**src/logic/gpp78_pkg.sv**
```systemverilog
// Package with register map, reset values, modes and carrier types of the port 7/8 block
package gpp78_pkg;

  // ***********************
  // Bus and register map
  // ***********************
  localparam int          GPP78_ADR_W     = 18;
  localparam int          GPP78_DAT_W     = 32;
  localparam logic [15:0] IDX_A_LATCH     = 16'hffda;
  localparam logic [15:0] IDX_B_LATCH     = 16'hffdb;
  localparam logic [15:0] IDX_A_DIR       = 16'hffea;
  localparam logic [15:0] IDX_B_DIR       = 16'hffeb;

  // ***********************
  // Reset and read values
  // ***********************
  localparam logic [7:0]  RST_LATCH       = 8'h00;
  localparam logic [7:0]  RST_DIR         = 8'h00;
  localparam logic [7:0]  DIR_READ_VALUE  = 8'hff;
  localparam logic [7:0]  PORT_A_USED     = 8'hf8;
  localparam logic [31:0] UNMAPPED_READ   = 32'h0000_0000;

  // ***********************
  // Pin positions
  // ***********************
  localparam int          A_CMP_BIT       = 6;
  localparam int          A_TCLK_BIT      = 5;
  localparam int          A_TRST_BIT      = 4;
  localparam logic [3:0]  OSEL_PLAIN_PORT = 4'h0;

  // ***********************
  // Operating modes
  // ***********************
  typedef enum logic [5:0] {
    GPP78_ACTIVE    = 6'h01,
    GPP78_SUBACTIVE = 6'h02,
    GPP78_SLEEP     = 6'h04,
    GPP78_SUBSLEEP  = 6'h08,
    GPP78_WATCH     = 6'h10,
    GPP78_STANDBY   = 6'h20
  } gpp78_pmode_t;

  // ***********************
  // Carriers
  // ***********************
  typedef struct packed {
    logic                   cyc;
    logic                   stb;
    logic                   we;
    logic [3:0]             sel;
    logic [GPP78_ADR_W-1:0] adr;
    logic [GPP78_DAT_W-1:0] dat;
  } gpp78_wb_req_t;

  typedef struct packed {
    logic [7:0] o;
    logic [7:0] oe;
  } gpp78_pins_t;

endpackage

```
**src/logic/gpp78_ports.sv**
```systemverilog
// Two byte-wide general-purpose I/O ports with a classic Wishbone register slave
//
// Notes on behaviour
// - A five-pin-port pin is an input at direction 0 and an output at 1; pins 5 and 4 always feed the timer.
// - Pin 6 carries the timer compare output while the select field is nonzero, else its direction bit rules.
// - Five-pin-port pins float in reset and standby, hold in sleep, subsleep and watch, and run in both active modes.
// - The eight-pin port has eight independent two-way pins 7 to 0, each on its own bit of data and direction.
// - An eight-pin-port pin whose direction bit is 1 is driven from its latch bit.
// - An eight-pin-port pin whose direction bit is 0 is left undriven and read as an input.
// - Reading the eight-pin data register gives the latch bit where direction is 1.
// - Reading the eight-pin data register gives the sampled pin where direction is 0.
// - The eight-pin latch is an eight-bit read-write register holding all output values.
// - Reset clears the eight-pin latch to zero.
// - Reset clears the eight-pin direction register to zero so all pins start as inputs.
// - The eight-pin direction register is write-only and reads as all ones.
// - Reading the five-pin data register gives latch bits where direction is 1 and pin levels where it is 0.
// - Bits 2 to 0 of the five-pin data register read as zero and ignore writes.
// - The five-pin direction register is write-only, resets to zero and reads as all ones.
`timescale 1ns/1ps

module gpp78_ports (
  input  wire logic                    clock,
  input  wire logic                    rst,
  input  wire gpp78_pkg::gpp78_wb_req_t wb_req,
  output logic [gpp78_pkg::GPP78_DAT_W-1:0] wb_dat_o,
  output logic                         wb_ack_o,
  input  wire gpp78_pkg::gpp78_pmode_t power_mode,
  input  wire logic [7:0]              port_a_in,
  output gpp78_pkg::gpp78_pins_t       port_a_pins,
  input  wire logic [7:0]              port_b_in,
  output gpp78_pkg::gpp78_pins_t       port_b_pins,
  input  wire logic [3:0]              timer_output_select,
  input  wire logic                    timer_compare_out,
  output logic                         timer_clock_in,
  output logic                         timer_reset_in
);
  import gpp78_pkg::*;

  // ***********************
  // Declarations
  // ***********************
  logic [7:0]  a_latch_q;
  logic [7:0]  a_dir_q;
  logic [7:0]  b_latch_q;
  logic [7:0]  b_dir_q;
  logic [7:0]  a_meta_q;
  logic [7:0]  a_sync_q;
  logic [7:0]  b_meta_q;
  logic [7:0]  b_sync_q;
  logic [7:0]  a_out_q;
  logic [7:0]  a_oe_q;
  logic [7:0]  b_out_q;
  logic [7:0]  b_oe_q;
  logic [7:0]  a_out_d;
  logic [7:0]  a_oe_d;
  logic [7:0]  b_read;
  logic [7:0]  a_read;
  logic        ack_q;
  logic [31:0] rdata_q;
  logic [31:0] rdata_d;
  logic [15:0] req_idx;
  logic        req_new;
  logic        wr_done;
  logic        hit_a_latch;
  logic        hit_a_dir;
  logic        hit_b_latch;
  logic        hit_b_dir;
  logic        a_freeze;
  logic        a_float;
  logic        timer_clk_q;
  logic        timer_rst_q;

  // ***********************
  // Bus decode
  // ***********************
  // Register offsets are word indices, so the byte address is four times the index
  assign req_idx     = wb_req.adr[GPP78_ADR_W-1:2];
  assign req_new     = wb_req.cyc && wb_req.stb && !ack_q;
  assign wr_done     = wb_req.cyc && wb_req.stb && wb_req.we && wb_req.sel[0] && ack_q;
  assign hit_a_latch = (req_idx == IDX_A_LATCH);
  assign hit_a_dir   = (req_idx == IDX_A_DIR);
  assign hit_b_latch = (req_idx == IDX_B_LATCH);
  assign hit_b_dir   = (req_idx == IDX_B_DIR);

  // One wait state: ack rises the cycle after the request and falls the cycle after that
  always_ff @(posedge clock) begin
    if (rst) begin
      ack_q <= 1'b0;
    end else begin
      ack_q <= req_new;
    end
  end

  // ***********************
  // Input synchronisers
  // ***********************
  always_ff @(posedge clock) begin
    if (rst) begin
      a_meta_q <= 8'h00;
      a_sync_q <= 8'h00;
      b_meta_q <= 8'h00;
      b_sync_q <= 8'h00;
    end else begin
      a_meta_q <= port_a_in;
      a_sync_q <= a_meta_q;
      b_meta_q <= port_b_in;
      b_sync_q <= b_meta_q;
    end
  end

  // ***********************
  // Registers
  // ***********************
  always_ff @(posedge clock) begin
    if (rst) begin
      b_latch_q <= RST_LATCH;
    end else if (wr_done && hit_b_latch) begin
      b_latch_q <= wb_req.dat[7:0];
    end
  end

  always_ff @(posedge clock) begin
    if (rst) begin
      b_dir_q <= RST_DIR;
    end else if (wr_done && hit_b_dir) begin
      b_dir_q <= wb_req.dat[7:0];
    end
  end

  always_ff @(posedge clock) begin
    if (rst) begin
      a_latch_q <= RST_LATCH;
    end else if (wr_done && hit_a_latch) begin
      a_latch_q <= wb_req.dat[7:0] & PORT_A_USED;
    end
  end

  always_ff @(posedge clock) begin
    if (rst) begin
      a_dir_q <= RST_DIR;
    end else if (wr_done && hit_a_dir) begin
      a_dir_q <= wb_req.dat[7:0] & PORT_A_USED;
    end
  end

  // ***********************
  // Read path
  // ***********************
  // Output bits read the latch, input bits read the synchronised pin
  assign b_read = (b_dir_q & b_latch_q) | (~b_dir_q & b_sync_q);
  assign a_read = ((a_dir_q & a_latch_q) | (~a_dir_q & a_sync_q)) & PORT_A_USED;

  always_comb begin
    rdata_d = UNMAPPED_READ;
    if (hit_b_latch) begin
      rdata_d = {24'h00_0000, b_read};
    end else if (hit_b_dir) begin
      rdata_d = {24'h00_0000, DIR_READ_VALUE};
    end else if (hit_a_latch) begin
      rdata_d = {24'h00_0000, a_read};
    end else if (hit_a_dir) begin
      rdata_d = {24'h00_0000, DIR_READ_VALUE};
    end
  end

  // Read data is captured with the request so it stands steady under ack
  always_ff @(posedge clock) begin
    if (rst) begin
      rdata_q <= UNMAPPED_READ;
    end else if (req_new) begin
      rdata_q <= rdata_d;
    end
  end

  assign wb_ack_o = ack_q;
  assign wb_dat_o = rdata_q;

  // ***********************
  // Eight-pin port drivers
  // ***********************
  // Registered drivers add one cycle after a write but keep the pads glitch free
  genvar gi;
  generate
    for (gi = 0; gi < 8; gi++) begin : g_b_pin
      always_ff @(posedge clock) begin
        if (rst) begin
          b_oe_q[gi]  <= 1'b0;
          b_out_q[gi] <= 1'b0;
        end else begin
          b_oe_q[gi]  <= b_dir_q[gi];
          b_out_q[gi] <= b_latch_q[gi];
        end
      end
    end
  endgenerate

  assign port_b_pins.o  = b_out_q;
  assign port_b_pins.oe = b_oe_q;

  // ***********************
  // Five-pin port drivers
  // ***********************
  always_comb begin
    a_out_d = a_latch_q;
    a_oe_d  = a_dir_q;
    if (timer_output_select != OSEL_PLAIN_PORT) begin
      a_out_d[A_CMP_BIT] = timer_compare_out;
      a_oe_d[A_CMP_BIT]  = 1'b1;
    end
  end

  always_comb begin
    a_freeze = 1'b0;
    a_float  = 1'b0;
    case (power_mode)
      GPP78_ACTIVE: begin
        a_freeze = 1'b0;
      end
      GPP78_SUBACTIVE: begin
        a_freeze = 1'b0;
      end
      GPP78_SLEEP: begin
        a_freeze = 1'b1;
      end
      GPP78_SUBSLEEP: begin
        a_freeze = 1'b1;
      end
      GPP78_WATCH: begin
        a_freeze = 1'b1;
      end
      GPP78_STANDBY: begin
        a_float = 1'b1;
      end
      default: begin
        a_float = 1'b1;
      end
    endcase
  end

  // Frozen modes keep the last driven level; the latch itself may still change
  always_ff @(posedge clock) begin
    if (rst) begin
      a_oe_q  <= 8'h00;
      a_out_q <= 8'h00;
    end else if (a_float) begin
      a_oe_q  <= 8'h00;
      a_out_q <= a_out_q;
    end else if (!a_freeze) begin
      a_oe_q  <= a_oe_d & PORT_A_USED;
      a_out_q <= a_out_d & PORT_A_USED;
    end
  end

  assign port_a_pins.o  = a_out_q;
  assign port_a_pins.oe = a_oe_q;

  // ***********************
  // Timer inputs
  // ***********************
  // Pins 5 and 4 reach the timer in either direction, through the synchroniser
  always_ff @(posedge clock) begin
    if (rst) begin
      timer_clk_q <= 1'b0;
      timer_rst_q <= 1'b0;
    end else begin
      timer_clk_q <= a_sync_q[A_TCLK_BIT];
      timer_rst_q <= a_sync_q[A_TRST_BIT];
    end
  end

  assign timer_clock_in = timer_clk_q;
  assign timer_reset_in = timer_rst_q;

  // ***********************
  // Elaboration checks
  // ***********************
  // Read data is built as three zero bytes over one register byte
  if (GPP78_DAT_W != 32) begin : g_chk_dat_w
    $error("gpp78_ports needs a 32-bit data bus");
  end
  // The word index compared against the map is sixteen bits wide
  if (GPP78_ADR_W != 18) begin : g_chk_adr_w
    $error("gpp78_ports needs an 18-bit byte address");
  end
  // Timer pins must sit among the usable five-pin-port bits
  if (PORT_A_USED[A_CMP_BIT] != 1'b1) begin : g_chk_cmp_bit
    $error("gpp78_ports compare pin outside the usable bits");
  end
  if (PORT_A_USED[A_TCLK_BIT] != 1'b1) begin : g_chk_tclk_bit
    $error("gpp78_ports timer clock pin outside the usable bits");
  end
  if (PORT_A_USED[A_TRST_BIT] != 1'b1) begin : g_chk_trst_bit
    $error("gpp78_ports timer reset pin outside the usable bits");
  end
  // Each timer function needs a pin of its own
  if ((A_CMP_BIT == A_TCLK_BIT) || (A_CMP_BIT == A_TRST_BIT) ||
      (A_TCLK_BIT == A_TRST_BIT)) begin : g_chk_pins_apart
    $error("gpp78_ports timer functions share a pin");
  end
  // Four registers need four distinct indices
  if ((IDX_A_LATCH == IDX_B_LATCH) || (IDX_A_DIR == IDX_B_DIR) ||
      (IDX_A_LATCH == IDX_A_DIR) || (IDX_B_LATCH == IDX_B_DIR)) begin : g_chk_map
    $error("gpp78_ports register indices overlap");
  end

endmodule // gpp78_ports

```
**config.mk**
```make
export PLATFORM = sky130hd
export DESIGN_NAME = gpp78_ports
export DESIGN_NICKNAME = d
export VERILOG_FILES = /design/src/logic/gpp78_pkg.sv /design/src/logic/gpp78_ports.sv
export SDC_FILE = /design/constraint.sdc
export NUM_CORES = 1
export LEC_CHECK = 0
export ABC_CLOCK_PERIOD_IN_PS = 3900
export BUFFER_PORTS_ARGS = -buffer_cell sky130_fd_sc_hd__buf_2
export CORE_MARGIN = 2
export CORE_UTILIZATION = 50
export DETAILED_ROUTE_END_ITERATION = 10
export PLACE_DENSITY_LB_ADDON = 0.2
export SLEW_MARGIN = 20
export SYNTH_ARGS = -nofsm -noshare
export SYNTH_HDL_FRONTEND = slang
export SYNTH_SLANG_ARGS = --single-unit
```
**constraint.sdc**
```tcl
create_clock -name clock -period 3.9 [get_ports clock]
set_clock_uncertainty 0.15 [all_clocks]
set_input_delay 0.195 -clock clock [delete_from_list [all_inputs] [get_ports clock]]
set_output_delay 0.195 -clock clock [all_outputs]
set_load 0.01 [all_outputs]
```
==> results.md <==
Worst setup path:
- The kind of end point of the critical path is a flip-flop.
- For the worst setup path, the data required time is around 4 ns.
- The number of cells on the worst reg-to-reg path is 4.
- The worst setup path is launched from an input port.
- Data on the critical path arrives at its endpoint at 1.95 ns.
- The maximum fanout count along the critical path is 8.
- The critical path is of the input port to flip-flop type.

Die:
- The count of standard-cell rows is 30.
- The initial cell density of the core is roughly 50%.
- The die covers approximately 0.0075 mm2.
- The die is 86.53 um tall.
- The core region is 0.006681 mm2.
- During I/O placement, the number of pins put on the boundary was 153.
- From left edge to right edge, the die measures 86.53 um.

Place:
- The final weighted congestion in routability-driven placement is 0.7374.
- The count of input and output buffers is 90.
- The half-perimeter wire length after detailed placement is ~4.7 mm.

Synth:
- Summing the areas of all xor and xnor instances in the mapped netlist gives 0.7715% of the synthesized area.
- The largest total area in the synthesized netlist belongs to sky130_fd_sc_hd__dfxtp_1.
- The synthesized netlist devotes between 7 and 8% of its cell area to compound gates.
- Ranked by total cell area, the synthesized netlist is headed by sky130_fd_sc_hd__dfxtp_1 (52%), sky130_fd_sc_hd__mux2i_1 (7.6%), sky130_fd_sc_hd__nor2b_1 (7.5%).
- After synthesis, the netlist uses 34 different library cells.
- The multiplexer fraction of the synthesized cell area is 9.625%.
- Summing every instance area after synthesis gives 0.003406 mm2.
- By area, the combinational part of the netlist is dominated by simple AND/OR/NAND/NOR gates.
- Sequential elements use 52.31% of the synthesized area.
- In this run, synthesis produced a sequential element count of 89.
- Of the total synthesized cell area, the portion taken by full adders, half adders and majority gates is 0%.
- The area share of and/or/nand/nor cells after synthesis is 19.95%.
- For this run, the number of Yosys warnings is 0.
- The post-synthesis area per instance is 10.29 um2.
- The share of the synthesized area in the top cell type is 52.31%.
- Synthesis produced 331 cells.

Timing:
- Setup violations remaining at the end of the flow were counted as 0.
- Setup repair after global routing left no endpoint under its margin.
- The number of endpoints with negative hold slack in the final report is 0.
- The post-route minimum period is 1.835 ns.
- Of the available clock period, the critical path in the final layout requires between 40% and 50%.
- The total negative setup slack is 0 ns.
- The count of pins over their slew limit is 0.
- Timing would allow up to 0.5449 GHz.
- The relative slew slack is about 60%.
- On the final layout, the worst hold slack is 0.04645 ns.
- At the pin with the least slew margin, the transition time is between 0.6 and 0.7 ns.

Pwr:
- In this run, flip-flops and latches consume a little under three fifths of the power.
- For this design the ratio of total power to cell area is 400.7 mW/mm2.
- In this run, the clock network consumes 37.6% of the power.
- Cell internal power was estimated by the tool at 1.306 mW.
- In this run the power spent charging and discharging nets is 0.3588 mW.
- The analysis attributes to cell leakage a power of 1.975 nW.
- The design draws 1.665 mW.
- In this run switching power makes up between 20% and 30% of total power.
- The worst-case IR drop observed on VDD is 0.1865 mV.
- The fraction of power consumed by combinational cells is 6.7%.

Layout:
- The share of cells above drive strength 1 is roughly 26%.
- The final net count is between 500 and 600.
- From synthesis to final layout, the design area changed by 22.01%.
- The filler cell count in the final layout is 599.
- At the end of the flow the core is filled with cells to between 60% and 70%.
- The number of antenna diodes in the final layout is 0.

CTS:
- The clock drives 89 sinks.
- Clock latency on the worst-skew pair, taken at its later pin, is approximately 0.34 ns.
- The buffer levels on the longest clock path is 2.
- The H-tree was split into 3 levels.
- The post-CTS clock slew at the launch and capture registers of the worst setup and hold paths is approximately 0.080 ns.
- TritonCTS built the clock tree.
- The post-CTS repair timing setup buffer count is 0.
- Counting the buffers created by CTS gives 9.
- The root buffer cell is sky130_fd_sc_hd__clkbuf_8.

Routing:
- The total iterations of the first detailed-routing run is 5.
- In the final routed layout, each cell accounts on average for 12.53 um.
- Wires add up to 6.542 mm.
- Detailed routing inserted a total of 2,526 vias.
- The ratio of routed vias to standard cells is 4.839.
- The DRC violations left is 0.
- The number of violations reported at the end of detailed-routing iteration 0 is 75.
- The number of nets with antenna violations after routing is 0.

Global routing:
- For this run, the total global-route usage over all layers was measured as between 10% and 20%.
- The largest net degree at the start of global routing is 39.
- Global routing finished with a remaining overflow of 0.
- The number of antenna violations at the first check in global routing came to 0.
- The first global-routing pass estimated 10.20 mm of wire.
- The number of global-route vias before repair is 2,264.

Status:
- The flow ran to the end, and the final reports show no timing, DRC or antenna violations.

Worst hold path:
- The worst hold-check path type is input port to flip-flop.
- The worst hold path cell count is 3.

Job:
- The tool flagged a number of max-cap violations equal to 0.
-- per-stage QoR --
step	instance area, um2	setup WS (ns)	cells
after floorplan	3515	2.192	360
after global placement	3790	1.804	490
after detailed placement	3790	1.749	490
after CTS	4155	2.110	522
after global routing	4155	1.999	522
final	4155	2.065	522
-- state kept, by name (all words and copies together), names as in the netlist --
| name | cells |
|---|---|
| b_sync_q | 8 |
| port_b_pins | 16 |
| a_latch_q | 5 |
| wb_ack_o | 1 |
| timer_reset_in | 1 |
| wb_dat_o | 8 |
| a_sync_q | 5 |
| b_latch_q | 8 |
| a_meta_q | 5 |
| a_out_q | 5 |
| b_meta_q | 8 |
| timer_clock_in | 1 |
| b_dir_q | 8 |
| a_oe_q | 5 |
| a_dir_q | 5 |
-- what timing repair did --
item                                   CTS  global route
hold buffers                            16             0
endpoints found under the hold margin   19             0
gates resized for setup                  0             0
setup endpoints to repair                0             0
-- layout by cell type, fill, tap and decap left out --
cell and n:
sky130_fd_sc_hd__a211oi_1 8, sky130_fd_sc_hd__a21o_1 1, sky130_fd_sc_hd__a22o_1 5, sky130_fd_sc_hd__and2_1 1
sky130_fd_sc_hd__and3_1 2, sky130_fd_sc_hd__and3b_1 1, sky130_fd_sc_hd__and4_1 1, sky130_fd_sc_hd__buf_2 90
sky130_fd_sc_hd__buf_4 1, sky130_fd_sc_hd__bufinv_16 1, sky130_fd_sc_hd__clkbuf_8 11, sky130_fd_sc_hd__clkinv_2 3
sky130_fd_sc_hd__clkinv_4 1, sky130_fd_sc_hd__conb_1 30, sky130_fd_sc_hd__dfxtp_1 89, sky130_fd_sc_hd__dlygate4sd3_1 16
sky130_fd_sc_hd__inv_1 9, sky130_fd_sc_hd__mux2_2 6, sky130_fd_sc_hd__mux2i_1 26, sky130_fd_sc_hd__nand2_1 7
sky130_fd_sc_hd__nand2b_1 28, sky130_fd_sc_hd__nand3_1 1, sky130_fd_sc_hd__nand3b_1 2, sky130_fd_sc_hd__nand4_1 2
sky130_fd_sc_hd__nand4b_1 4, sky130_fd_sc_hd__nor2_1 15, sky130_fd_sc_hd__nor2b_1 41, sky130_fd_sc_hd__nor3_1 1
sky130_fd_sc_hd__nor4_1 3, sky130_fd_sc_hd__o2111ai_1 5, sky130_fd_sc_hd__o21ai_0 1, sky130_fd_sc_hd__o21ai_1 22
sky130_fd_sc_hd__or2_1 3, sky130_fd_sc_hd__or4_1 1, sky130_fd_sc_hd__or4_4 1, sky130_fd_sc_hd__xor2_1 3
-- power groups by stage --
stage          clock network, mW  logic, mW  registers [mW]
5_1_grt                    0.681      0.124           0.929
3_3_place_gp                   0     0.0976           0.948
6_report                   0.627      0.111           0.927
3_5_place_dp                   0     0.0988           0.949
4_1_cts                    0.645      0.111           0.927
2_1_floorplan                  0     0.0785           0.949
-- path summary, 6_finish.rpt --
| path | start | end | slack (ns) |
|---|---|---|---|
| max | wb_req[36] | b_dir_q[1] | 2.06 |
| min | wb_req[56] | wb_ack_o | 0.05 |
| max reg2reg | wb_ack_o | wb_dat_o[4] | 2.22 |
| min reg2reg | b_meta_q[3] | b_sync_q[3] | 0.29 |
-- area by class of cell --
cell class / instances / area [um2] / share of cell area [%]
clock buffers: 11 / 151.4 / 3.643
well taps: 80 / 100.1 / 2.409
multi-input cells: 221 / 1416 / 34.09
repair buffers: 107 / 618.1 / 14.88
flip-flops and latches: 89 / 1782 / 42.88
clock inverters: 5 / 53.80 / 1.295
inverters: 9 / 33.78 / 0.8130
-- Yosys cell counts, drive strengths merged --
cell type   n
nor3        1
or4         2
xor2        3
inv         9
and2        1
nand3       1
and4        1
dfxtp      89
nand2b     28
a211oi      8
nand3b      2
nand4b      4
mux2i      26
conb        1
nor2b      41
buf        35
clkbuf      6
a22o        5
or2         3
and3        2
o2111ai     5
a21o        1
nor2       15
o21ai      23
nand4       2
mux2        6
nand2       7
nor4        3
and3b       1
-- per-layer routing --
layer | wire [um] | GRT usage [%] | vias up | share of wire [%]
met5 | 0 | 0 | - | 0
met4 | 108 | 7.244 | 0 | 1.7
met3 | 403 | 3.810 | 12 | 6.2
met2 | 2949 | 27.27 | 90 | 45
met1 | 3081 | 23.23 | 1156 | 47
li1 | - | - | 1268 | -
-- critical path: stages --
cell,delay (ns)
sky130_fd_sc_hd__buf_2,0.09
sky130_fd_sc_hd__nand4b_1,0.26
sky130_fd_sc_hd__nor4_1,0.50
sky130_fd_sc_hd__and3_1,0.64
sky130_fd_sc_hd__mux2i_1,0.25
-- kinds of logic after synthesis --
group	Yosys count
AND/OR/NAND/NOR	114
other	1
XOR/XNOR	3
AO/OA/AOI/OAI	42
flip-flops	89
multiplexers	32
buffers and inverters	50
Note: power is estimated with default switching activity, not from simulation.
